==> src/logic/clock_pll_regs.vh <==
// Register offsets, field positions, reset values and serial frame layout for the clock synthesizer group
`ifndef CLOCK_PLL_REGS_VH
`define CLOCK_PLL_REGS_VH

// Register offsets on the serial control port
`define OFS_REF_OUTPUT_CONTROL 15'h003C
`define OFS_FEEDBACK_DIVIDER_FIRST_SECOND 15'h003D
`define OFS_FEEDBACK_DIVIDER_THIRD 15'h003E
`define OFS_OSCILLATOR_BIAS_CONTROL 15'h003F
`define OFS_LANE_EMPHASIS_SETTING 15'h0048

// Reset values
`define RST_REF_OUTPUT_CONTROL 8'h01
`define RST_FEEDBACK_DIVIDER_FIRST_SECOND 8'h00
`define RST_FEEDBACK_DIVIDER_THIRD 8'h20
`define RST_OSCILLATOR_BIAS_CONTROL 8'h4F
`define RST_LANE_EMPHASIS_SETTING 8'h00

// Field positions
`define BIT_REF_CLOCK_OUT_ENABLE 0
`define FLD_FIRST_DIV_HI 1
`define FLD_FIRST_DIV_LO 0
`define FLD_SECOND_DIV_HI 3
`define FLD_SECOND_DIV_LO 2
`define FLD_THIRD_DIV_HI 5
`define FLD_THIRD_DIV_LO 0
`define FLD_BIAS_HI 6
`define FLD_BIAS_LO 0
`define FLD_PREEMPH_HI 3
`define FLD_PREEMPH_LO 0

// Divider ratios for each code
`define FIRST_RATIO_CODE0 6'h05
`define FIRST_RATIO_CODE1 6'h04
`define FIRST_RATIO_CODE2 6'h03
`define SECOND_RATIO_CODE0 6'h01
`define SECOND_RATIO_CODE1 6'h02
`define SECOND_RATIO_CODE2 6'h04

// Serial frame: one read flag, 15 address bits, 8 data bits
`define FRAME_ADDR_BITS 15
`define FRAME_DATA_BITS 8
`define FRAME_HEAD_COUNT 5'h10
`define FRAME_TOTAL_COUNT 5'h18

`endif

==> src/logic/serial_control_port.v <==
// Serial control port slave: synchronises the host pins and turns frames into register accesses
`timescale 1ns/1ns
module serial_control_port (
  input wire clock,
  input wire nrst,
  input wire port_sclk,
  input wire port_cs_n,
  input wire port_sdi,
  input wire [7:0] rd_data,
  output reg [14:0] acc_addr_reg,
  output reg [7:0] wr_data_reg,
  output reg wr_strobe_reg,
  output reg port_sdo_reg,
  output reg port_sdo_oe_reg
);
  `include "clock_pll_regs.vh"

  reg [2:0] sclk_sync_reg;
  reg [1:0] cs_sync_reg;
  reg [1:0] sdi_sync_reg;
  reg [4:0] bit_count_reg;
  reg [22:0] shift_in_reg;
  reg read_flag_reg;
  reg load_pending_reg;
  reg [7:0] shift_out_reg;
  wire sclk_rise;
  wire sclk_fall;
  wire cs_active;

  // Two-flop synchronisers; third sclk stage exists only for edge detection
  always @(posedge clock or negedge nrst) begin
    if (!nrst) begin
      sclk_sync_reg <= 3'h0;
      cs_sync_reg <= 2'h3;
      sdi_sync_reg <= 2'h0;
    end else begin
      sclk_sync_reg <= {sclk_sync_reg[1:0], port_sclk};
      cs_sync_reg <= {cs_sync_reg[0], port_cs_n};
      sdi_sync_reg <= {sdi_sync_reg[0], port_sdi};
    end
  end

  assign sclk_rise = sclk_sync_reg[1] & ~sclk_sync_reg[2];
  assign sclk_fall = ~sclk_sync_reg[1] & sclk_sync_reg[2];
  assign cs_active = ~cs_sync_reg[1];

  // Frame shifter: sample on rising sclk, drive read data on falling sclk
  always @(posedge clock or negedge nrst) begin
    if (!nrst) begin
      bit_count_reg <= 5'h00;
      shift_in_reg <= 23'h000000;
      read_flag_reg <= 1'b0;
      load_pending_reg <= 1'b0;
      shift_out_reg <= 8'h00;
      acc_addr_reg <= 15'h0000;
      wr_data_reg <= 8'h00;
      wr_strobe_reg <= 1'b0;
      port_sdo_reg <= 1'b0;
      port_sdo_oe_reg <= 1'b0;
    end else begin
      wr_strobe_reg <= 1'b0;
      if (!cs_active) begin
        // Deselect aborts any partial frame, so a short frame never writes
        bit_count_reg <= 5'h00;
        load_pending_reg <= 1'b0;
        port_sdo_oe_reg <= 1'b0;
      end else begin
        if (load_pending_reg) begin
          shift_out_reg <= rd_data;
          load_pending_reg <= 1'b0;
        end
        if (sclk_rise && bit_count_reg != `FRAME_TOTAL_COUNT) begin
          shift_in_reg <= {shift_in_reg[21:0], sdi_sync_reg[1]};
          bit_count_reg <= bit_count_reg + 5'h01;
          if (bit_count_reg == 5'h00) begin
            read_flag_reg <= sdi_sync_reg[1];
          end
          if (bit_count_reg == `FRAME_HEAD_COUNT - 5'h01) begin
            acc_addr_reg <= {shift_in_reg[13:0], sdi_sync_reg[1]};
            load_pending_reg <= read_flag_reg;
          end
          if (bit_count_reg == `FRAME_TOTAL_COUNT - 5'h01 && !read_flag_reg) begin
            wr_data_reg <= {shift_in_reg[6:0], sdi_sync_reg[1]};
            wr_strobe_reg <= 1'b1;
          end
        end
        if (sclk_fall && read_flag_reg && bit_count_reg >= `FRAME_HEAD_COUNT &&
            bit_count_reg != `FRAME_TOTAL_COUNT) begin
          port_sdo_reg <= shift_out_reg[7];
          port_sdo_oe_reg <= 1'b1;
          shift_out_reg <= {shift_out_reg[6:0], 1'b0};
        end
      end
    end
  end
endmodule // serial_control_port

==> src/logic/tick_divider.v <==
// Programmable divider of a one-cycle tick stream
`timescale 1ns/1ns
module tick_divider #(
  parameter WIDTH = 6
) (
  input wire clock,
  input wire nrst,
  input wire hold,
  input wire tick_in,
  input wire [WIDTH-1:0] ratio,
  output reg tick_out
);
  reg [WIDTH-1:0] count_reg;
  wire [WIDTH-1:0] last_count;

  // A ratio of zero behaves as divide-by-1 so the chain never stalls
  assign last_count = (ratio == {WIDTH{1'b0}}) ? {WIDTH{1'b0}} : ratio - {{(WIDTH-1){1'b0}}, 1'b1};

  // Count input ticks and emit one tick every ratio inputs
  always @(posedge clock or negedge nrst) begin
    if (!nrst) begin
      count_reg <= {WIDTH{1'b0}};
      tick_out <= 1'b0;
    end else if (hold) begin
      count_reg <= {WIDTH{1'b0}};
      tick_out <= 1'b0;
    end else begin
      tick_out <= 1'b0;
      if (tick_in) begin
        if (count_reg >= last_count) begin
          count_reg <= {WIDTH{1'b0}};
          tick_out <= 1'b1;
        end else begin
          count_reg <= count_reg + {{(WIDTH-1){1'b0}}, 1'b1};
        end
      end
    end
  end
endmodule // tick_divider

==> src/logic/clock_pll_config_regs.v <==
// Clock synthesizer configuration registers, feedback divider chain model and lane pre-emphasis fan-out
//
// Contract
// - Reference clock output driven only while its enable bit and the PLL enable pin are high.
// - Reference output enable bit resets to 1, so output runs without any write.
// - Second divider code at bits 3:2: 0 divides by 1, 1 by 2, 2 by 4.
// - Second divider output is the converter sampling clock.
// - First divider code at bits 1:0: 0 divides by 5, 1 by 4, 2 by 3.
// - First divider output feeds the second divider, forming a cascade.
// - Third divider field at bits 5:0 is a direct ratio 1 to 63, reset 0x20.
// - Feedback clock is the sampling clock divided by the third ratio.
// - Pre-emphasis code at bits 3:0 applies globally to every serial lane.
`timescale 1ns/1ns
module clock_pll_config_regs #(
  parameter LANES = 8
) (
  input wire clock,
  input wire nrst,
  input wire port_sclk,
  input wire port_cs_n,
  input wire port_sdi,
  input wire pll_enable_pin,
  input wire clock_pll_reset,
  input wire oscillator_tick,
  output reg port_sdo,
  output reg port_sdo_oe,
  output reg ref_clock_output_pins,
  output reg ref_clock_output_oe,
  output reg sampling_clock_tick,
  output reg feedback_clock_tick,
  output reg [6:0] oscillator_bias_level,
  output reg [4*LANES-1:0] lane_preemphasis
);
  `include "clock_pll_regs.vh"

  reg [7:0] ref_output_control_reg;
  reg [7:0] feedback_divider_first_second_reg;
  reg [7:0] feedback_divider_third_reg;
  reg [7:0] oscillator_bias_control_reg;
  reg [7:0] lane_emphasis_setting_reg;
  reg [1:0] pll_en_sync_reg;
  reg [7:0] rd_data_next;
  wire [4*LANES-1:0] lane_preemphasis_next;
  wire [4:0] reg_sel;
  wire [4:0] wr_sel;
  wire ref_gate;
  wire [14:0] acc_addr;
  wire [7:0] wr_data;
  wire wr_strobe;
  wire spi_sdo;
  wire spi_sdo_oe;
  wire first_tick;
  wire second_tick;
  wire third_tick;
  wire [5:0] first_ratio;
  wire [5:0] second_ratio;
  wire [5:0] third_ratio;
  wire ref_out_enable;
  genvar lane;

  // Bit positions in the one-hot register select
  localparam SEL_REF = 0;
  localparam SEL_FIRST_SECOND = 1;
  localparam SEL_THIRD = 2;
  localparam SEL_BIAS = 3;
  localparam SEL_EMPHASIS = 4;

  // Address compare shared by the write and read paths
  function addr_hit;
    input [14:0] addr;
    input [14:0] offset;
    begin
      addr_hit = (addr == offset);
    end
  endfunction

  // One-hot register select for the write enables
  function [4:0] reg_select;
    input [14:0] addr;
    begin
      reg_select = 5'h00;
      reg_select[SEL_REF] = addr_hit(addr, `OFS_REF_OUTPUT_CONTROL);
      reg_select[SEL_FIRST_SECOND] = addr_hit(addr, `OFS_FEEDBACK_DIVIDER_FIRST_SECOND);
      reg_select[SEL_THIRD] = addr_hit(addr, `OFS_FEEDBACK_DIVIDER_THIRD);
      reg_select[SEL_BIAS] = addr_hit(addr, `OFS_OSCILLATOR_BIAS_CONTROL);
      reg_select[SEL_EMPHASIS] = addr_hit(addr, `OFS_LANE_EMPHASIS_SETTING);
    end
  endfunction

  // First divider code to ratio; reserved code keeps the default ratio
  function [5:0] first_decode;
    input [1:0] code;
    begin
      case (code)
        2'h0: first_decode = `FIRST_RATIO_CODE0;
        2'h1: first_decode = `FIRST_RATIO_CODE1;
        2'h2: first_decode = `FIRST_RATIO_CODE2;
        default: first_decode = `FIRST_RATIO_CODE0;
      endcase
    end
  endfunction

  // Second divider code to ratio; reserved code keeps the default ratio
  function [5:0] second_decode;
    input [1:0] code;
    begin
      case (code)
        2'h0: second_decode = `SECOND_RATIO_CODE0;
        2'h1: second_decode = `SECOND_RATIO_CODE1;
        2'h2: second_decode = `SECOND_RATIO_CODE2;
        default: second_decode = `SECOND_RATIO_CODE0;
      endcase
    end
  endfunction

  serial_control_port u_port (
    .clock(clock),
    .nrst(nrst),
    .port_sclk(port_sclk),
    .port_cs_n(port_cs_n),
    .port_sdi(port_sdi),
    .rd_data(rd_data_next),
    .acc_addr_reg(acc_addr),
    .wr_data_reg(wr_data),
    .wr_strobe_reg(wr_strobe),
    .port_sdo_reg(spi_sdo),
    .port_sdo_oe_reg(spi_sdo_oe)
  );

  // Write enables; whole bytes are stored, reserved bits included, and held until the next write or reset
  assign reg_sel = reg_select(acc_addr);
  assign wr_sel = reg_sel & {5{wr_strobe}};

  // Reference output control; the enable bit comes up set so the output runs before any write
  always @(posedge clock or negedge nrst) begin
    if (!nrst) begin
      ref_output_control_reg <= `RST_REF_OUTPUT_CONTROL;
    end else if (wr_sel[SEL_REF]) begin
      ref_output_control_reg <= wr_data;
    end
  end

  // First and second divider codes; the host holds the dividers in reset while changing them
  always @(posedge clock or negedge nrst) begin
    if (!nrst) begin
      feedback_divider_first_second_reg <= `RST_FEEDBACK_DIVIDER_FIRST_SECOND;
    end else if (wr_sel[SEL_FIRST_SECOND]) begin
      feedback_divider_first_second_reg <= wr_data;
    end
  end

  // Third divider ratio
  always @(posedge clock or negedge nrst) begin
    if (!nrst) begin
      feedback_divider_third_reg <= `RST_FEEDBACK_DIVIDER_THIRD;
    end else if (wr_sel[SEL_THIRD]) begin
      feedback_divider_third_reg <= wr_data;
    end
  end

  // Oscillator bias; its reset value is not the one to run the synthesizer with
  always @(posedge clock or negedge nrst) begin
    if (!nrst) begin
      oscillator_bias_control_reg <= `RST_OSCILLATOR_BIAS_CONTROL;
    end else if (wr_sel[SEL_BIAS]) begin
      oscillator_bias_control_reg <= wr_data;
    end
  end

  // Lane pre-emphasis code
  always @(posedge clock or negedge nrst) begin
    if (!nrst) begin
      lane_emphasis_setting_reg <= `RST_LANE_EMPHASIS_SETTING;
    end else if (wr_sel[SEL_EMPHASIS]) begin
      lane_emphasis_setting_reg <= wr_data;
    end
  end

  // Read-back mux; addresses outside the group read as zero
  always @* begin
    rd_data_next = 8'h00;
    if (addr_hit(acc_addr, `OFS_REF_OUTPUT_CONTROL)) begin
      rd_data_next = ref_output_control_reg;
    end
    if (addr_hit(acc_addr, `OFS_FEEDBACK_DIVIDER_FIRST_SECOND)) begin
      rd_data_next = feedback_divider_first_second_reg;
    end
    if (addr_hit(acc_addr, `OFS_FEEDBACK_DIVIDER_THIRD)) begin
      rd_data_next = feedback_divider_third_reg;
    end
    if (addr_hit(acc_addr, `OFS_OSCILLATOR_BIAS_CONTROL)) begin
      rd_data_next = oscillator_bias_control_reg;
    end
    if (addr_hit(acc_addr, `OFS_LANE_EMPHASIS_SETTING)) begin
      rd_data_next = lane_emphasis_setting_reg;
    end
  end

  // The enable pin is asynchronous to our clock
  always @(posedge clock or negedge nrst) begin
    if (!nrst) begin
      pll_en_sync_reg <= 2'h0;
    end else begin
      pll_en_sync_reg <= {pll_en_sync_reg[0], pll_enable_pin};
    end
  end

  assign ref_out_enable = ref_output_control_reg[`BIT_REF_CLOCK_OUT_ENABLE];
  // The enable bit only counts while the PLL enable pin is high
  assign ref_gate = ref_out_enable & pll_en_sync_reg[1];

  // Field decode; the divider chain is only a tick model of the analog loop
  assign first_ratio = first_decode(
    feedback_divider_first_second_reg[`FLD_FIRST_DIV_HI:`FLD_FIRST_DIV_LO]);
  assign second_ratio = second_decode(
    feedback_divider_first_second_reg[`FLD_SECOND_DIV_HI:`FLD_SECOND_DIV_LO]);
  assign third_ratio = feedback_divider_third_reg[`FLD_THIRD_DIV_HI:`FLD_THIRD_DIV_LO];

  // Divider state is cleared while the host holds the PLL in reset, so ratio changes start clean
  tick_divider #(.WIDTH(6)) u_first_div (
    .clock(clock),
    .nrst(nrst),
    .hold(clock_pll_reset),
    .tick_in(oscillator_tick),
    .ratio(first_ratio),
    .tick_out(first_tick)
  );

  // First stage output drives the second stage
  tick_divider #(.WIDTH(6)) u_second_div (
    .clock(clock),
    .nrst(nrst),
    .hold(clock_pll_reset),
    .tick_in(first_tick),
    .ratio(second_ratio),
    .tick_out(second_tick)
  );

  // Sampling clock divided by the direct ratio yields the detector feedback
  tick_divider #(.WIDTH(6)) u_third_div (
    .clock(clock),
    .nrst(nrst),
    .hold(clock_pll_reset),
    .tick_in(second_tick),
    .ratio(third_ratio),
    .tick_out(third_tick)
  );

  // Global pre-emphasis fanned out to every lane
  generate
    for (lane = 0; lane < LANES; lane = lane + 1) begin : g_lane
      assign lane_preemphasis_next[4*lane +: 4] =
        lane_emphasis_setting_reg[`FLD_PREEMPH_HI:`FLD_PREEMPH_LO];
    end
  endgenerate

  // Serial read data re-registered so the pins come straight from flip-flops
  always @(posedge clock or negedge nrst) begin
    if (!nrst) begin
      port_sdo <= 1'b0;
      port_sdo_oe <= 1'b0;
    end else begin
      port_sdo <= spi_sdo;
      port_sdo_oe <= spi_sdo_oe;
    end
  end

  // Reference output carries the oscillator ticks only while gated on; one gate keeps both in step
  always @(posedge clock or negedge nrst) begin
    if (!nrst) begin
      ref_clock_output_pins <= 1'b0;
      ref_clock_output_oe <= 1'b0;
    end else begin
      ref_clock_output_oe <= ref_gate;
      ref_clock_output_pins <= ref_gate & oscillator_tick;
    end
  end

  // Divider ticks, one flop after the chain
  always @(posedge clock or negedge nrst) begin
    if (!nrst) begin
      sampling_clock_tick <= 1'b0;
      feedback_clock_tick <= 1'b0;
    end else begin
      sampling_clock_tick <= second_tick;
      feedback_clock_tick <= third_tick;
    end
  end

  // Field outputs; they read zero during reset and take the defaults one edge after release
  always @(posedge clock or negedge nrst) begin
    if (!nrst) begin
      oscillator_bias_level <= 7'h00;
      lane_preemphasis <= {4*LANES{1'b0}};
    end else begin
      oscillator_bias_level <= oscillator_bias_control_reg[`FLD_BIAS_HI:`FLD_BIAS_LO];
      lane_preemphasis <= lane_preemphasis_next;
    end
  end
endmodule // clock_pll_config_regs

==> config.mk <==
export PLATFORM = sky130hd
export DESIGN_NAME = clock_pll_config_regs
export DESIGN_NICKNAME = d
export VERILOG_FILES = /design/src/logic/serial_control_port.v /design/src/logic/tick_divider.v /design/src/logic/clock_pll_config_regs.v
export VERILOG_INCLUDE_DIRS = /design/src /design/src/logic
export SDC_FILE = /design/constraint.sdc
export NUM_CORES = 1
export LEC_CHECK = 0
export BUFFER_PORTS_ARGS = -buffer_cell sky130_fd_sc_hd__buf_2
export CELL_PAD_IN_SITES_DETAIL_PLACEMENT = 1
export CELL_PAD_IN_SITES_GLOBAL_PLACEMENT = 2
export CORE_ASPECT_RATIO = 0.7
export CORE_MARGIN = 8
export CORE_UTILIZATION = 30
export DETAILED_ROUTE_END_ITERATION = 10
export PLACE_DENSITY_LB_ADDON = 0.1
export RECOVER_POWER = 100
export SLEW_MARGIN = 20
export SYNTH_ARGS = -nofsm -noshare
export SYNTH_HDL_FRONTEND = slang
export SYNTH_HIERARCHICAL = 1
export SYNTH_SLANG_ARGS = --single-unit
==> constraint.sdc <==
create_clock -name clock -period 3.44 [get_ports clock]
set_input_delay 0.172 -clock clock [delete_from_list [all_inputs] [get_ports clock]]
set_output_delay 0.172 -clock clock [all_outputs]
set_load 0.1 [all_outputs]
**Word-level counts from Yosys, hierarchy flattened**

Index checks and enable logic that the tools add are counted.

- Register bits after elaboration: 170
- Input bits: 8
- Output and inout bits: 45
- Word-level logic and storage cells: 126

- $add $sub $neg: 7
- $lt $le $gt $ge: 4
- Equality and inequality tests: 12
- Mux-type cells: 40
- Bitwise gates (word level): 8
- Reductions and logical operators: 22

Operators by type and width:

| operator | count |
|---|---|
| two-way mux 6 bit | 12 |
| equality test 15 x 6 -> 1 bit (second input constant) | 4 |
| two-way mux 8 bit | 7 |
| adder 6 x 1 -> 6 bit (second input constant) | 3 |
| greater-or-equal comparator 6 bit | 3 |
| logical NOT 6 bit | 3 |
| two-way mux 1 bit | 17 |
| equality test 15 x 7 -> 1 bit (second input constant) | 1 |
| one-hot mux 3 bit (2 select lines) | 2 |
| nonzero test 2 bit | 6 |
| two-way mux 5 bit | 2 |
| AND reduction 3 bit | 3 |
| subtractor 3 x 1 -> 4 bit (second input constant) | 2 |
| AND reduction 2 bit | 3 |
| subtractor 6 x 1 -> 6 bit (second input constant) | 1 |
| adder 5 x 1 -> 5 bit (second input constant) | 1 |
| bitwise AND 5 bit | 1 |
| equality test 5 x 4 -> 1 bit (second input constant) | 1 |
| equality test 5 bit (second input constant) | 1 |
| greater-or-equal comparator 5 bit (second input constant) | 1 |
| logical AND 1 bit | 5 |
| logical NOT 5 bit | 1 |
| != test 5 bit (second input constant) | 1 |
| bitwise AND 1 bit | 4 |
| other kinds (4) | 8 |

**Logic depth before layout (Yosys ltp)**

Gate-level depths: netlist (run 1).

- Depth in word-level cells: 8
- Mapped depth: 12

**Cells and area by module**

The synthesis (run 1) kept the hierarchy.

Modules (own cells, without submodules):

| module | times used | cells an instance | area an instance (um2) |
|---|---|---|---|
| clock_pll_config_regs | 1 | 212 | 2806.4 |
| serial_control_port | 1 | 186 | 2606.2 |
| tick_divider | 3 | 65 | 593.1 |

**Least setup slack after synthesis (run 1)**

Ideal clock, no wire load.

- Path type: flip-flop to flip-flop
- Start point: register feedback_divider_first_second_reg[2]
- End point: register u_second_div.count_reg[0]
- Setup time: 0.122 ns
- Data arrival time: 2.467 ns
- Required time: 3.318 ns
- Setup slack: 0.852 ns
- Cell stages (with the launch flop): 13
- Path buffers: 0
- Period minus slack after synthesis: 2.588 ns
- Cell sequence: dfrtp_1 > inv_1 > ha_1 > inv_1 > ha_1 > nand2_1 > or3_4 > and2_1 > ha_1 > nand2b_1 > a21oi_2 > o221a_1 > a32o_1

- Longest elaborated chain between the ends: 8
- Elaborated cells on any way between the ends: 10

Ends and longest elaborated chain:

| item | line | RTL |
|---|---|---|
| start: declaration | clock_pll_config_regs.v:37 | `reg [7:0] feedback_divider_first_second_reg;` |
| start signal: assignment | clock_pll_config_regs.v:146 | `` feedback_divider_first_second_reg <= `RST_FEEDBACK_DIVIDER_FIRST_SECOND; `` |
| start signal: assignment | clock_pll_config_regs.v:148 | `feedback_divider_first_second_reg <= wr_data;` |
| equality test 2 bit or equality test 2 x 1 -> 1 bit (tied branches) | clock_pll_config_regs.v:107 | `case (code)` |
| one-hot mux 3 bit (2 select lines) (*) | clock_pll_config_regs.v:107 |  |
| named net second_ratio[0] | clock_pll_config_regs.v:56 | `wire [5:0] second_ratio;` |
| subtractor 3 x 1 -> 4 bit or logical NOT 6 bit (tied branches) | tick_divider.v:17 | `assign last_count = (ratio == {WIDTH{1'b0}}) ? {WIDTH{1'b0}} : ratio - {{(WIDTH-1){1'b0}}, 1'b1};` |
| two-way mux 6 bit (*) | tick_divider.v:17 |  |
| greater-or-equal comparator 6 bit (*) | tick_divider.v:30 | `if (count_reg >= last_count) begin` |
| two-way mux 6 bit (*) | tick_divider.v:30 |  |
| two-way mux 6 bit (*) | tick_divider.v:29 | `if (tick_in) begin` |
| two-way mux 6 bit (*) | tick_divider.v:24 | `end else if (hold) begin` |
| end signal: assignment | tick_divider.v:25 | `count_reg <= {WIDTH{1'b0}};` |
| end signal: assignment | tick_divider.v:31 | `count_reg <= {WIDTH{1'b0}};` |
| end signal: assignment | tick_divider.v:34 | `count_reg <= count_reg + {{(WIDTH-1){1'b0}}, 1'b1};` |
| end: declaration | tick_divider.v:13 | `reg [WIDTH-1:0] count_reg;` |

Mark *: on every way through the listed nets, which the timed path passes. The rest lies on a longest branch. The select of a mux whose other input is x is not followed.
A chain may end at the register's enable or synchronous reset.

**Worst setup path after layout (run 1)**

- Start point: register feedback_divider_first_second_reg[2]
- End point: register u_second_div.count_reg[2]

Same word-level chain as after synthesis.

==> run_results.csv, run 1 <==
group,metric,value,unit
cells_and_area,drive_above_1_share,0.211,
worst_setup_path,cp-end-kind,"flip-flop",
drt,vias_per_cell,4.85,
hold_path,worstHoldStart,"oscillator_tick",
drt,ant_nets,0,
sta,rsz0062_at_grt,"no",
power_and_ir_drop,cellLeakagePower,3.70,nW
floorplan,start_util,0.305,
cells_and_area,mostFrequentLayoutCell,"dfrtp_1",
cells_and_area,fill_cells,2619,
clock_network,cts_setup_buffers,0,
cells_and_area,layout_common_cells,"dfrtp_1, mux2_2, clkbuf_1, nor2_1, inv_1",
floorplan,die_h,146,µm
yosys,ys_ff_latch,142,
drt,vias,4739,
clock_network,htreeDepth,4,
drt,drt-wirelength-per-cell,17.6,µm
global_routing,grt_pass1_wl,28400,µm
yosys,ys_seq_area_frac,0.496,
global_routing,grt_pass1_vias,4981,
yosys,synth_edf_count,0,
clock_network,root_buffer,"clkbuf_16",
yosys,synth.avg_cell_area,12.1,µm²
worst_setup_path,reg2reg_depth,12,
sta,max_freq,326,MHz
worst_setup_path,worstPathRequired,3710,ps
drt,post-route-drc-count,0,
sta,final_max_slew_viol_count,73,
sta,holdWs,131,ps
yosys,dominantRegCellSynth,"dfrtp_1",
sta,tightest_slew,1980,ps
global_routing,grt_util_all_layers,0.122,
sta,finalSetupTns,0,ps
drt,drt_pass1_iterations,4,
sta,max_slew_margin,-0.334,
worst_setup_path,rrSetupSlack,370,ps
worst_setup_path,cp_max_fo,4,
outcome,violations,"max-capacitance violations, max-slew violations",
hold_path,hold-path-cell-count,2,
clock_network,path_clk_slew,60,ps
cells_and_area,instances_no_fill,977,
yosys,yosysTopAreaCell,"dfrtp_1",
worst_setup_path,regToRegEndpoint,"u_second_div/count_reg[2]$_DFFE_PN0P_",
outcome,status,"finished, violations left",
yosys,synth_top_area_frac,0.463,
placement,place_congestion,0.755,
yosys,netlist_area,7190,µm²
hold_path,hold_end,"ref_clock_output_pins$_DFF_PN0_",
yosys,ys_top_cells_by_area,"dfrtp_1, mux2_2, ha_1",
sta,layout_setup_ws,371,ps
floorplan,die-area,29300,µm²
drt,drtIter0Drc,214,
cells_and_area,final_nets,682,
sta,finalClockSkew,14.3,ps
placement,dp_hpwl,12400,µm
clock_network,cts_buffers,17,
worst_setup_path,cp-start-kind,"flip-flop",
placement,dpl_worst_slack,635,ps
cells_and_area,area.growth.synth_to_final,12.4,%
clock_network,cts_resized,0,
run,cap_violations,2,
worst_setup_path,critPathLaunch,"feedback_divider_first_second_reg[2]$_DFFE_PN0P_",
global_routing,overflow,0,
hold_path,min-delay-path-class,"in2reg",
floorplan,num_io_pins,53,
placement,port_buffers,52,
yosys,netlist_instances,593,
placement,placed_area,7640,µm²
power_and_ir_drop,p_per_area,484,nW/µm²
floorplan,core_area,23600,µm²
cells_and_area,largest_reg_flops,15,
power_and_ir_drop,power.total,3.91,mW
worst_setup_path,crit_arrival,3340,ps
clock_network,clock_latency,430,ps
floorplan,dieWidth,201,µm
cells_and_area,final_core_util,0.343,
clock_network,clk_path_buf_depth,2,
yosys,async_reset_ff_frac,1.00,
worst_setup_path,r2r_start,"feedback_divider_first_second_reg[2]$_DFFE_PN0P_",
sta,setup_violations,0,
clock_network,holdBufCountCts,5,
sta,period_share,0.892,
yosys,ys_types,67,
sta,fin_crit,3070,ps
cells_and_area,finish.instance_area,8090,µm²
yosys,ys_warn_count,6,
global_routing,grt_max_degree,81,
drt,drt_wl_total,17200,µm
clock_network,cts_tree,"done",
worst_setup_path,crit_type,"reg2reg",
sta,hold_viol,0,
global_routing,antenna_found_initial,0,
power_and_ir_drop,ir_drop,0.000310,V
floorplan,rows,47,
clock_network,cts.sinks,142,
placement,place_inst,939,
## worst max-delay path by stage
stage / end / cells after the start
2_1_floorplan: u_second_div/count_reg[0]$_DFFE_PN0P_ / 12
6_report: u_second_div/count_reg[2]$_DFFE_PN0P_ / 12
4_1_cts: u_second_div/count_reg[3]$_DFFE_PN0P_ / 12
3_5_place_dp: u_second_div/count_reg[3]$_DFFE_PN0P_ / 12
3_3_place_gp: u_second_div/count_reg[0]$_DFFE_PN0P_ / 12
5_1_grt: u_second_div/count_reg[2]$_DFFE_PN0P_ / 12
## worst max-delay path: stages (launching register included)
cell and delay, ps:
dfrtp_1 380, inv_1 60, ha_1 320, inv_1 90, ha_1 210, nand2_1 100, or3_1 370, and2_0 180
ha_1 260, nand2b_1 90, a21oi_1 80, o31ai_1 650, nor3_1 120
## kinds of logic (layout without fill, tap and decap cells)
group | count (synthesis) | after routing | synth area share
simple gates | 163 | 163 | 0.144
flops | 142 | 142 | 0.496
mux | 88 | 88 | 0.137
buf+inv | 77 | 123 | 0.0605
compound gates | 75 | 75 | 0.0894
fa+ha+maj | 29 | 29 | 0.0505
xor+xnor | 18 | 18 | 0.0219
other cells | 1 | 21 | 0.000521
## Yosys cell counts, drive strengths merged (3+ instances only)
| master | n |
|---|---|
| nor4b | 5 |
| a32o | 7 |
| and2 | 4 |
| nor4 | 10 |
| mux2 | 85 |
| a21oi | 17 |
| nand4 | 7 |
| nand2 | 22 |
| dfstp | 9 |
| nand3 | 8 |
| mux2i | 3 |
| o2111ai | 6 |
| nand2b | 12 |
| a22oi | 6 |
| nor2 | 39 |
| nor3 | 23 |
| dfrtp | 133 |
| a221o | 6 |
| and3 | 3 |
| xor2 | 15 |
| ha | 29 |
| a221oi | 7 |
| nand4b | 5 |
| o21ai | 7 |
| nor2b | 5 |
| xnor2 | 3 |
| o31ai | 5 |
| o22a | 3 |
| nor3b | 5 |
| buf | 44 |
| inv | 31 |
| or3 | 4 |
| o221a | 3 |
## routing by layer
metal  share of wire  wire length, µm  GRT usage
met2            0.40             6950      0.165
met4          0.0091              157     0.0352
met5               0                0          0
met3           0.042              722     0.0367
met1            0.54             9330      0.182
## power breakdown
part,switching (mW),total (mW),internal [mW]
clock,0.726,1.88,1.16
sequential,0.0750,1.83,1.76
combinational,0.110,0.198,0.0879
total,0.910,3.91,3.00
## area by class of cell
type	instances	area, µm²	area share
clock buffer	21	450	0.0557
multi-input combinational	393	3130	0.387
clock inverter	11	141	0.0175
timing repair buffer	60	285	0.0353
antenna	1	2.50	0.000310
inverter	31	116	0.0144
tap	318	398	0.0492
sequential	142	3560	0.441
Note: power is estimated with default switching activity, not from simulation.
==> run 2, diff against run 1 <==
--- a/config.mk
+++ b/config.mk
@@ -6,7 +6,9 @@
 export SDC_FILE = /design/constraint.sdc
 export NUM_CORES = 1
 export LEC_CHECK = 0
+export ABC_AREA = 1
 export BUFFER_PORTS_ARGS = -buffer_cell sky130_fd_sc_hd__buf_2
+export CAP_MARGIN = 25
 export CELL_PAD_IN_SITES_DETAIL_PLACEMENT = 1
 export CELL_PAD_IN_SITES_GLOBAL_PLACEMENT = 2
 export CORE_ASPECT_RATIO = 0.7
@@ -14,7 +16,6 @@
 export CORE_UTILIZATION = 30
 export DETAILED_ROUTE_END_ITERATION = 10
 export PLACE_DENSITY_LB_ADDON = 0.1
-export RECOVER_POWER = 100
 export SLEW_MARGIN = 20
 export SYNTH_ARGS = -nofsm -noshare
 export SYNTH_HDL_FRONTEND = slang
==> run 2 against run 1 <==
The flow now finishes without violations; combinational power fell by 24%; setup slack improved by 560 ps; critical path depth rose by 4; synthesized cell count rose by 48%; register-to-register slack improved by 560 ps; global-route usage rose by 0.88 points; critical endpoint is now u_second_div/count_reg[5]$_DFFE_PN0P_.
==> run_results.csv, run 2 <==
group,metric,value,unit
sta,period_share,0.729,
hold_path,worstHoldStart,"clock_pll_reset",
yosys,synth_common_cells,"nand2_1, dfrtp_1, inv_1",
clock_network,cts_tree,"done",
yosys,async_reset_ff_frac,1.00,
yosys,ys_seq_area_frac,0.482,
worst_setup_path,crit_arrival,2860,ps
floorplan,dieWidth,204,µm
worst_setup_path,regToRegEndpoint,"u_second_div/count_reg[5]$_DFFE_PN0P_",
floorplan,die_h,147,µm
yosys,dominantRegCellSynth,"dfrtp_1",
global_routing,grt_pass1_wl,31600,µm
cells_and_area,final_core_util,0.346,
drt,post-route-drc-count,0,
cells_and_area,drive_above_1_share,0.177,
worst_setup_path,crit_path_top_delay_cell,"dfrtp_1",
yosys,netlist_instances,877,
sta,max_freq,399,MHz
cells_and_area,largest_reg_flops,15,
worst_setup_path,cp_max_fo,4,
worst_setup_path,r2r_start,"feedback_divider_first_second_reg[2]$_DFFE_PN0P_",
floorplan,core_area,24400,µm²
yosys,yosysTopAreaCell,"dfrtp_1",
power_and_ir_drop,switching_share,0.247,
sta,layout_setup_ws,934,ps
power_and_ir_drop,p_switching,0.926,mW
global_routing,overflow,0,
power_and_ir_drop,cellLeakagePower,4.35,nW
worst_setup_path,worstPathRequired,3790,ps
global_routing,grt_max_degree,96,
drt,vias_per_cell,4.47,
cells_and_area,instances_no_fill,1262,
sta,max_slew_margin,0.389,
drt,drt_wl_total,18600,µm
clock_network,htreeDepth,4,
sta,tightest_slew,917,ps
drt,vias,5635,
clock_network,cts_resized,0,
yosys,synth_edf_count,0,
cells_and_area,area.growth.synth_to_final,14.2,%
yosys,synth_top_area_frac,0.450,
drt,drt_pass1_iterations,4,
clock_network,cts_setup_buffers,0,
placement,place_congestion,0.730,
power_and_ir_drop,pwr-share-seq,0.466,
sta,final_max_slew_viol_count,0,
drt,drt-wirelength-per-cell,14.7,µm
placement,placed_area,7790,µm²
power_and_ir_drop,comb_power_share,0.040,
placement,port_buffers,52,
worst_setup_path,reg2reg_depth,16,
clock_network,clk_path_buf_depth,2,
floorplan,die-area,30000,µm²
global_routing,grt_util_all_layers,0.131,
global_routing,antenna_found_initial,0,
worst_setup_path,crit_type,"reg2reg",
clock_network,holdBufCountCts,6,
placement,place_inst,1224,
clock_network,cts.sinks,142,
yosys,ys_top_cells_by_area,"dfrtp_1, nand2_1, ha_1",
drt,ant_nets,0,
power_and_ir_drop,p_per_area,444,nW/µm²
cells_and_area,fill_cells,2846,
cells_and_area,layout_common_cells,"nand2_1, dfrtp_1, inv_1, nand3_1, buf_2",
clock_network,clock_latency,430,ps
placement,dp_hpwl,13400,µm
drt,drtIter0Drc,200,
power_and_ir_drop,clkPwrFrac,0.493,
power_and_ir_drop,internal-power,2.83,mW
cells_and_area,mostFrequentLayoutCell,"nand2_1",
worst_setup_path,crit_chain,"inv_1 > ha_1 > inv_1 > ha_1 > nand2_1 > inv_1 > nand2_1 > nand2_1 > nor2_1 > a21oi_1 > ha_1 > nand2_1 > inv_1 > a21oi_2 > nand3_1 > a21oi_1",
sta,holdWs,125,ps
yosys,synth.avg_cell_area,8.43,µm²
yosys,ys_warn_count,6,
worst_setup_path,cp-end-kind,"flip-flop",
cells_and_area,ff_latch_area,3560,µm²
cells_and_area,multiInputGateArea,3160,µm²
yosys,ys_types,41,
yosys,ys_ff_latch,142,
outcome,status,"completed",
power_and_ir_drop,power.total,3.75,mW
hold_path,hold_end,"u_first_div/tick_out$_DFF_PN0_",
sta,finalClockSkew,6.75,ps
floorplan,num_io_pins,53,
clock_network,root_buffer,"clkbuf_16",
clock_network,path_clk_slew,60,ps
floorplan,rows,48,
power_and_ir_drop,ir_drop,0.000306,V
yosys,netlist_area,7400,µm²
cells_and_area,finish.instance_area,8450,µm²
placement,dpl_worst_slack,950,ps
sta,fin_crit,2510,ps
sta,rsz0062_at_grt,"no",
global_routing,grt_pass1_vias,5971,
worst_setup_path,cp-start-kind,"flip-flop",
floorplan,start_util,0.303,
hold_path,hold-path-cell-count,2,
cells_and_area,antennaDiodeCount,0,
worst_setup_path,rrSetupSlack,930,ps
run,cap_violations,0,
hold_path,min-delay-path-class,"in2reg",
clock_network,cts_buffers,17,
cells_and_area,final_nets,961,
sta,finalSetupTns,0,ps
worst_setup_path,critical-path-max-stage-delay,390,ps
sta,setup_violations,0,
sta,hold_viol,0,
yosys,synth_most_common_cell,"nand2_1",
==> run 2: changes by cell type after synthesis, sizes merged, moves of 8 or more <==
cell    before  now
xor2        15    4
nand2b      12    0
nor2        39   50
nor3        23    5
nor4        10    0
mux2        85    0
o21ai        7   56
inv         31   99
nand3        8   70
o21a         0    8
nand2       22  311
==> run 2: critical path: cells and delay by family, from the launching register on <==
kind / cells / cell delay, ps
adders and majority gates: 3 / 730
and+or+nand+nor: 6 / 520
AOI/OAI and AO/OA: 3 / 480
DFF: 1 / 390
buffers and inverters: 4 / 310
==> run 2: area by class of cell <==
| type | count | share of cell area |
|---|---|---|
| multi-input combinational | 605 | 0.374 |
| clock buffer | 20 | 0.0553 |
| timing repair buffer | 59 | 0.0410 |
| tap | 325 | 0.0481 |
| clock inverter | 12 | 0.0147 |
| sequential | 142 | 0.422 |
| inverter | 99 | 0.0449 |
==> run 2: kinds of logic (layout without fill, tap and decap cells) <==
family / after synthesis / count (layout) / share of synthesized area
simple gates: 461 / 461 / 0.285
buf+inv: 145 / 190 / 0.0988
flops: 142 / 142 / 0.482
compound gates: 92 / 92 / 0.0768
fa+ha+maj: 29 / 29 / 0.0491
xor+xnor: 7 / 7 / 0.00829
other cells: 1 / 16 / 0.000507
==> run 2: per-layer routing <==
layer | up-vias | global-route usage | share of wire
met5 | - | 0 | 0
met4 | 0 | 0.0383 | 0.011
met3 | 17 | 0.0284 | 0.030
met2 | 51 | 0.210 | 0.47
met1 | 2725 | 0.175 | 0.49
li1 | 2842 | - | -
==> run 2: worst max path at each step <==
stage | start | end | cells past startpoint
floorplan | feedback_divider_first_second_reg[2]$_DFFE_PN0P_ | u_second_div/count_reg[3]$_DFFE_PN0P_ | 16
global placement | feedback_divider_first_second_reg[2]$_DFFE_PN0P_ | u_second_div/count_reg[5]$_DFFE_PN0P_ | 16
detailed placement | feedback_divider_first_second_reg[2]$_DFFE_PN0P_ | u_second_div/count_reg[3]$_DFFE_PN0P_ | 16
CTS | feedback_divider_first_second_reg[2]$_DFFE_PN0P_ | u_second_div/count_reg[5]$_DFFE_PN0P_ | 16
global route | feedback_divider_first_second_reg[2]$_DFFE_PN0P_ | u_second_div/count_reg[5]$_DFFE_PN0P_ | 16
finish | feedback_divider_first_second_reg[2]$_DFFE_PN0P_ | u_second_div/count_reg[5]$_DFFE_PN0P_ | 16
==> run 2: power by group through the flow <==
| stage | Sequential, mW | Clock [mW] | Combinational (mW) |
|---|---|---|---|
| 2_1_floorplan | 1.77 | 0 | 0.0882 |
| 3_3_place_gp | 1.78 | 0 | 0.144 |
| 3_5_place_dp | 1.78 | 0 | 0.150 |
| 4_1_cts | 1.75 | 1.93 | 0.156 |
| 5_1_grt | 1.76 | 1.99 | 0.180 |
| 6_report | 1.75 | 1.85 | 0.151 |
==> run 3, diff against run 2 <==
==> constraint.sdc (replaced) <==
create_clock -name clock -period 2.16 [get_ports clock]
set_input_delay 0.108 -clock clock [delete_from_list [all_inputs] [get_ports clock]]
set_output_delay 0.108 -clock clock [all_outputs]
set_load 0.1 [all_outputs]
==> run 3 against run 2 <==
The run now ends with negative setup slack left; clock power increased by 55%; non-clock buffer count increased by 34; sequential share of layout area decreased by 2.5 points; clock skew increased by 3.3 ps; largest cell class unchanged.
==> run_results.csv, run 3 (same netlist as run 2, synthesis figures left out) <==
group,metric,value,unit
cells_and_area,layout_common_cells,"nand2_1, dfrtp_1, inv_1, nand3_1, buf_2",
clock_network,htreeDepth,4,
sta,finalClockSkew,10.0,ps
worst_setup_path,critPathLaunch,"feedback_divider_first_second_reg[2]$_DFFE_PN0P_",
outcome,violations,"negative setup slack",
sta,final_max_slew_viol_count,0,
drt,ant_nets,0,
drt,drt_pass1_iterations,4,
cells_and_area,ff_latch_area,3570,µm²
cells_and_area,mostFrequentLayoutCell,"nand2_1",
global_routing,grt_util_all_layers,0.133,
hold_path,min-delay-path-class,"in2reg",
cells_and_area,largest_reg_flops,15,
run,cap_violations,0,
sta,setup_violations,8,
power_and_ir_drop,power.total,5.91,mW
worst_setup_path,critical-path-max-stage-delay,390,ps
power_and_ir_drop,clkPwrFrac,0.484,
worst_setup_path,crit_buf_inv,4,
global_routing,grt_pass1_vias,6076,
worst_setup_path,critPathCapture,"u_second_div/count_reg[3]$_DFFE_PN0P_",
placement,port_buffers,52,
placement,place_congestion,0.741,
drt,drtIter0Drc,198,
worst_setup_path,regToRegEndpoint,"u_second_div/count_reg[3]$_DFFE_PN0P_",
clock_network,path_clk_slew,60,ps
worst_setup_path,r2r_start,"feedback_divider_first_second_reg[2]$_DFFE_PN0P_",
global_routing,grt_max_degree,66,
sta,rsz0062_at_grt,"yes",
worst_setup_path,crit_path_top_delay_cell,"dfrtp_1",
drt,vias_per_cell,4.54,
hold_path,worstHoldStart,"clock_pll_reset",
cells_and_area,area.growth.synth_to_final,21.5,%
drt,vias,5894,
worst_setup_path,cp-start-kind,"flip-flop",
sta,period_share,1.05,
power_and_ir_drop,internal-power,4.40,mW
power_and_ir_drop,ir_drop,0.000556,V
power_and_ir_drop,cellLeakagePower,4.55,nW
global_routing,overflow,0,
clock_network,root_buffer,"clkbuf_16",
floorplan,rows,48,
placement,dp_hpwl,14000,µm
floorplan,die-area,30000,µm²
sta,max_freq,441,MHz
clock_network,cts.sinks,142,
sta,max_slew_margin,0.541,
worst_setup_path,reg2reg_depth,16,
power_and_ir_drop,p_per_area,658,nW/µm²
sta,fin_crit,2270,ps
floorplan,die_h,147,µm
cells_and_area,multiInputGateArea,3430,µm²
drt,drt_wl_total,19600,µm
cells_and_area,final_nets,996,
placement,dpl_worst_slack,-282,ps
worst_setup_path,rrSetupSlack,-110,ps
drt,post-route-drc-count,0,
cells_and_area,antennaDiodeCount,0,
cells_and_area,final_core_util,0.368,
hold_path,hold-path-cell-count,2,
cells_and_area,fill_cells,2857,
drt,drt-wirelength-per-cell,15.1,µm
worst_setup_path,crit_arrival,2620,ps
power_and_ir_drop,p_switching,1.51,mW
worst_setup_path,crit_chain,"inv_2 > ha_4 > inv_4 > ha_4 > nand2_4 > inv_4 > nand2_2 > nand2_1 > nor2_1 > a21oi_1 > ha_1 > nand2_2 > inv_2 > a21oi_4 > nand3_4 > a21oi_1",
worst_setup_path,worstPathRequired,2510,ps
sta,hold_viol,0,
power_and_ir_drop,switching_share,0.256,
global_routing,grt_pass1_wl,32100,µm
worst_setup_path,cp_max_fo,4,
clock_network,cts_tree,"done",
outcome,status,"finished, violations left",
worst_setup_path,cp-end-kind,"flip-flop",
floorplan,start_util,0.303,
clock_network,clock_latency,430,ps
power_and_ir_drop,comb_power_share,0.045,
worst_setup_path,path_delay_family,"adder cells",
floorplan,core_area,24400,µm²
cells_and_area,drive_above_1_share,0.271,
worst_setup_path,path_depth,16,
sta,finalSetupTns,-623,ps
global_routing,antenna_found_initial,0,
worst_setup_path,crit_type,"reg2reg",
sta,tightest_slew,689,ps
power_and_ir_drop,pwr-share-seq,0.471,
clock_network,clk_path_buf_depth,2,
sta,holdWs,68.7,ps
floorplan,num_io_pins,53,
floorplan,dieWidth,204,µm
sta,layout_setup_ws,-106,ps
clock_network,cts_buffers,17,
==> run 3: changes by cell type in the layout (fill, tap and decap cells not counted), moves of 4 or more <==
cell and change:
a21oi_1 -6, nand2_1 -18, nor2_1 -4, inv_2 +12, a21oi_2 +4, ha_1 -5, buf_4 +30, ha_4 +5
nand3_1 -8, nand3_2 +6, inv_1 -15, nand2_2 +15
==> run 3: power by group through the flow <==
stage          combinational, mW  sequential (mW)  clock (mW)
2_1_floorplan              0.141             2.81           0
3_3_place_gp               0.238             2.83           0
3_5_place_dp               0.248             2.83           0
4_1_cts                    0.260             2.78        2.97
5_1_grt                    0.310             2.79        3.07
6_report                   0.265             2.79        2.86
==> run 3: repair_timing <==
action / 4_1_cts / 5_1_grt
hold buffers: 6 / 0
endpoints found under the hold margin: 65 / 0
pin swaps: 13 / 29
resized for setup: 24 / 62
setup endpoints to repair: 17 / 24
cloned: 0 / 1
setup buffers: 7 / 9
==> run 3: worst min-delay path by stage <==
| stage | endpoint | slack (ps) |
|---|---|---|
| 2_1_floorplan | feedback_clock_tick$_DFF_PN0_ | -190 |
| 3_3_place_gp | u_port/bit_count_reg[0]$_DFFE_PN0P_ | 160 |
| 3_5_place_dp | u_port/bit_count_reg[0]$_DFFE_PN0P_ | 170 |
| 4_1_cts | u_first_div/tick_out$_DFF_PN0_ | 50 |
| 5_1_grt | u_first_div/tick_out$_DFF_PN0_ | 80 |
| 6_report | u_first_div/tick_out$_DFF_PN0_ | 70 |
==> run 3: final cells by class <==
class / instances / area share
Tap cell: 325 / 0.0452
Inverter: 99 / 0.0430
Timing Repair Buffer: 93 / 0.0696
Clock buffer: 21 / 0.0523
Clock inverter: 11 / 0.0110
Multi-Input combinational cell: 606 / 0.382
Sequential cell: 142 / 0.397
==> run 3: layer usage <==
| metal | routed length [µm] | track usage | share of wire | up-vias |
|---|---|---|---|---|
| li1 | - | - | - | 2911 |
| met1 | 9410 | 0.177 | 0.48 | 2913 |
| met2 | 9410 | 0.217 | 0.48 | 50 |
| met3 | 544 | 0.0295 | 0.028 | 20 |
| met4 | 242 | 0.0344 | 0.012 | 0 |
| met5 | 0 | 0 | 0 | - |
==> run 3: through the flow <==
step	instances	area, µm²
2_1_floorplan	892	7460
3_3_place_gp	1242	7950
3_5_place_dp	1242	7950
4_1_cts	1287	8710
5_1_grt	1297	8990
6_report	1297	8990
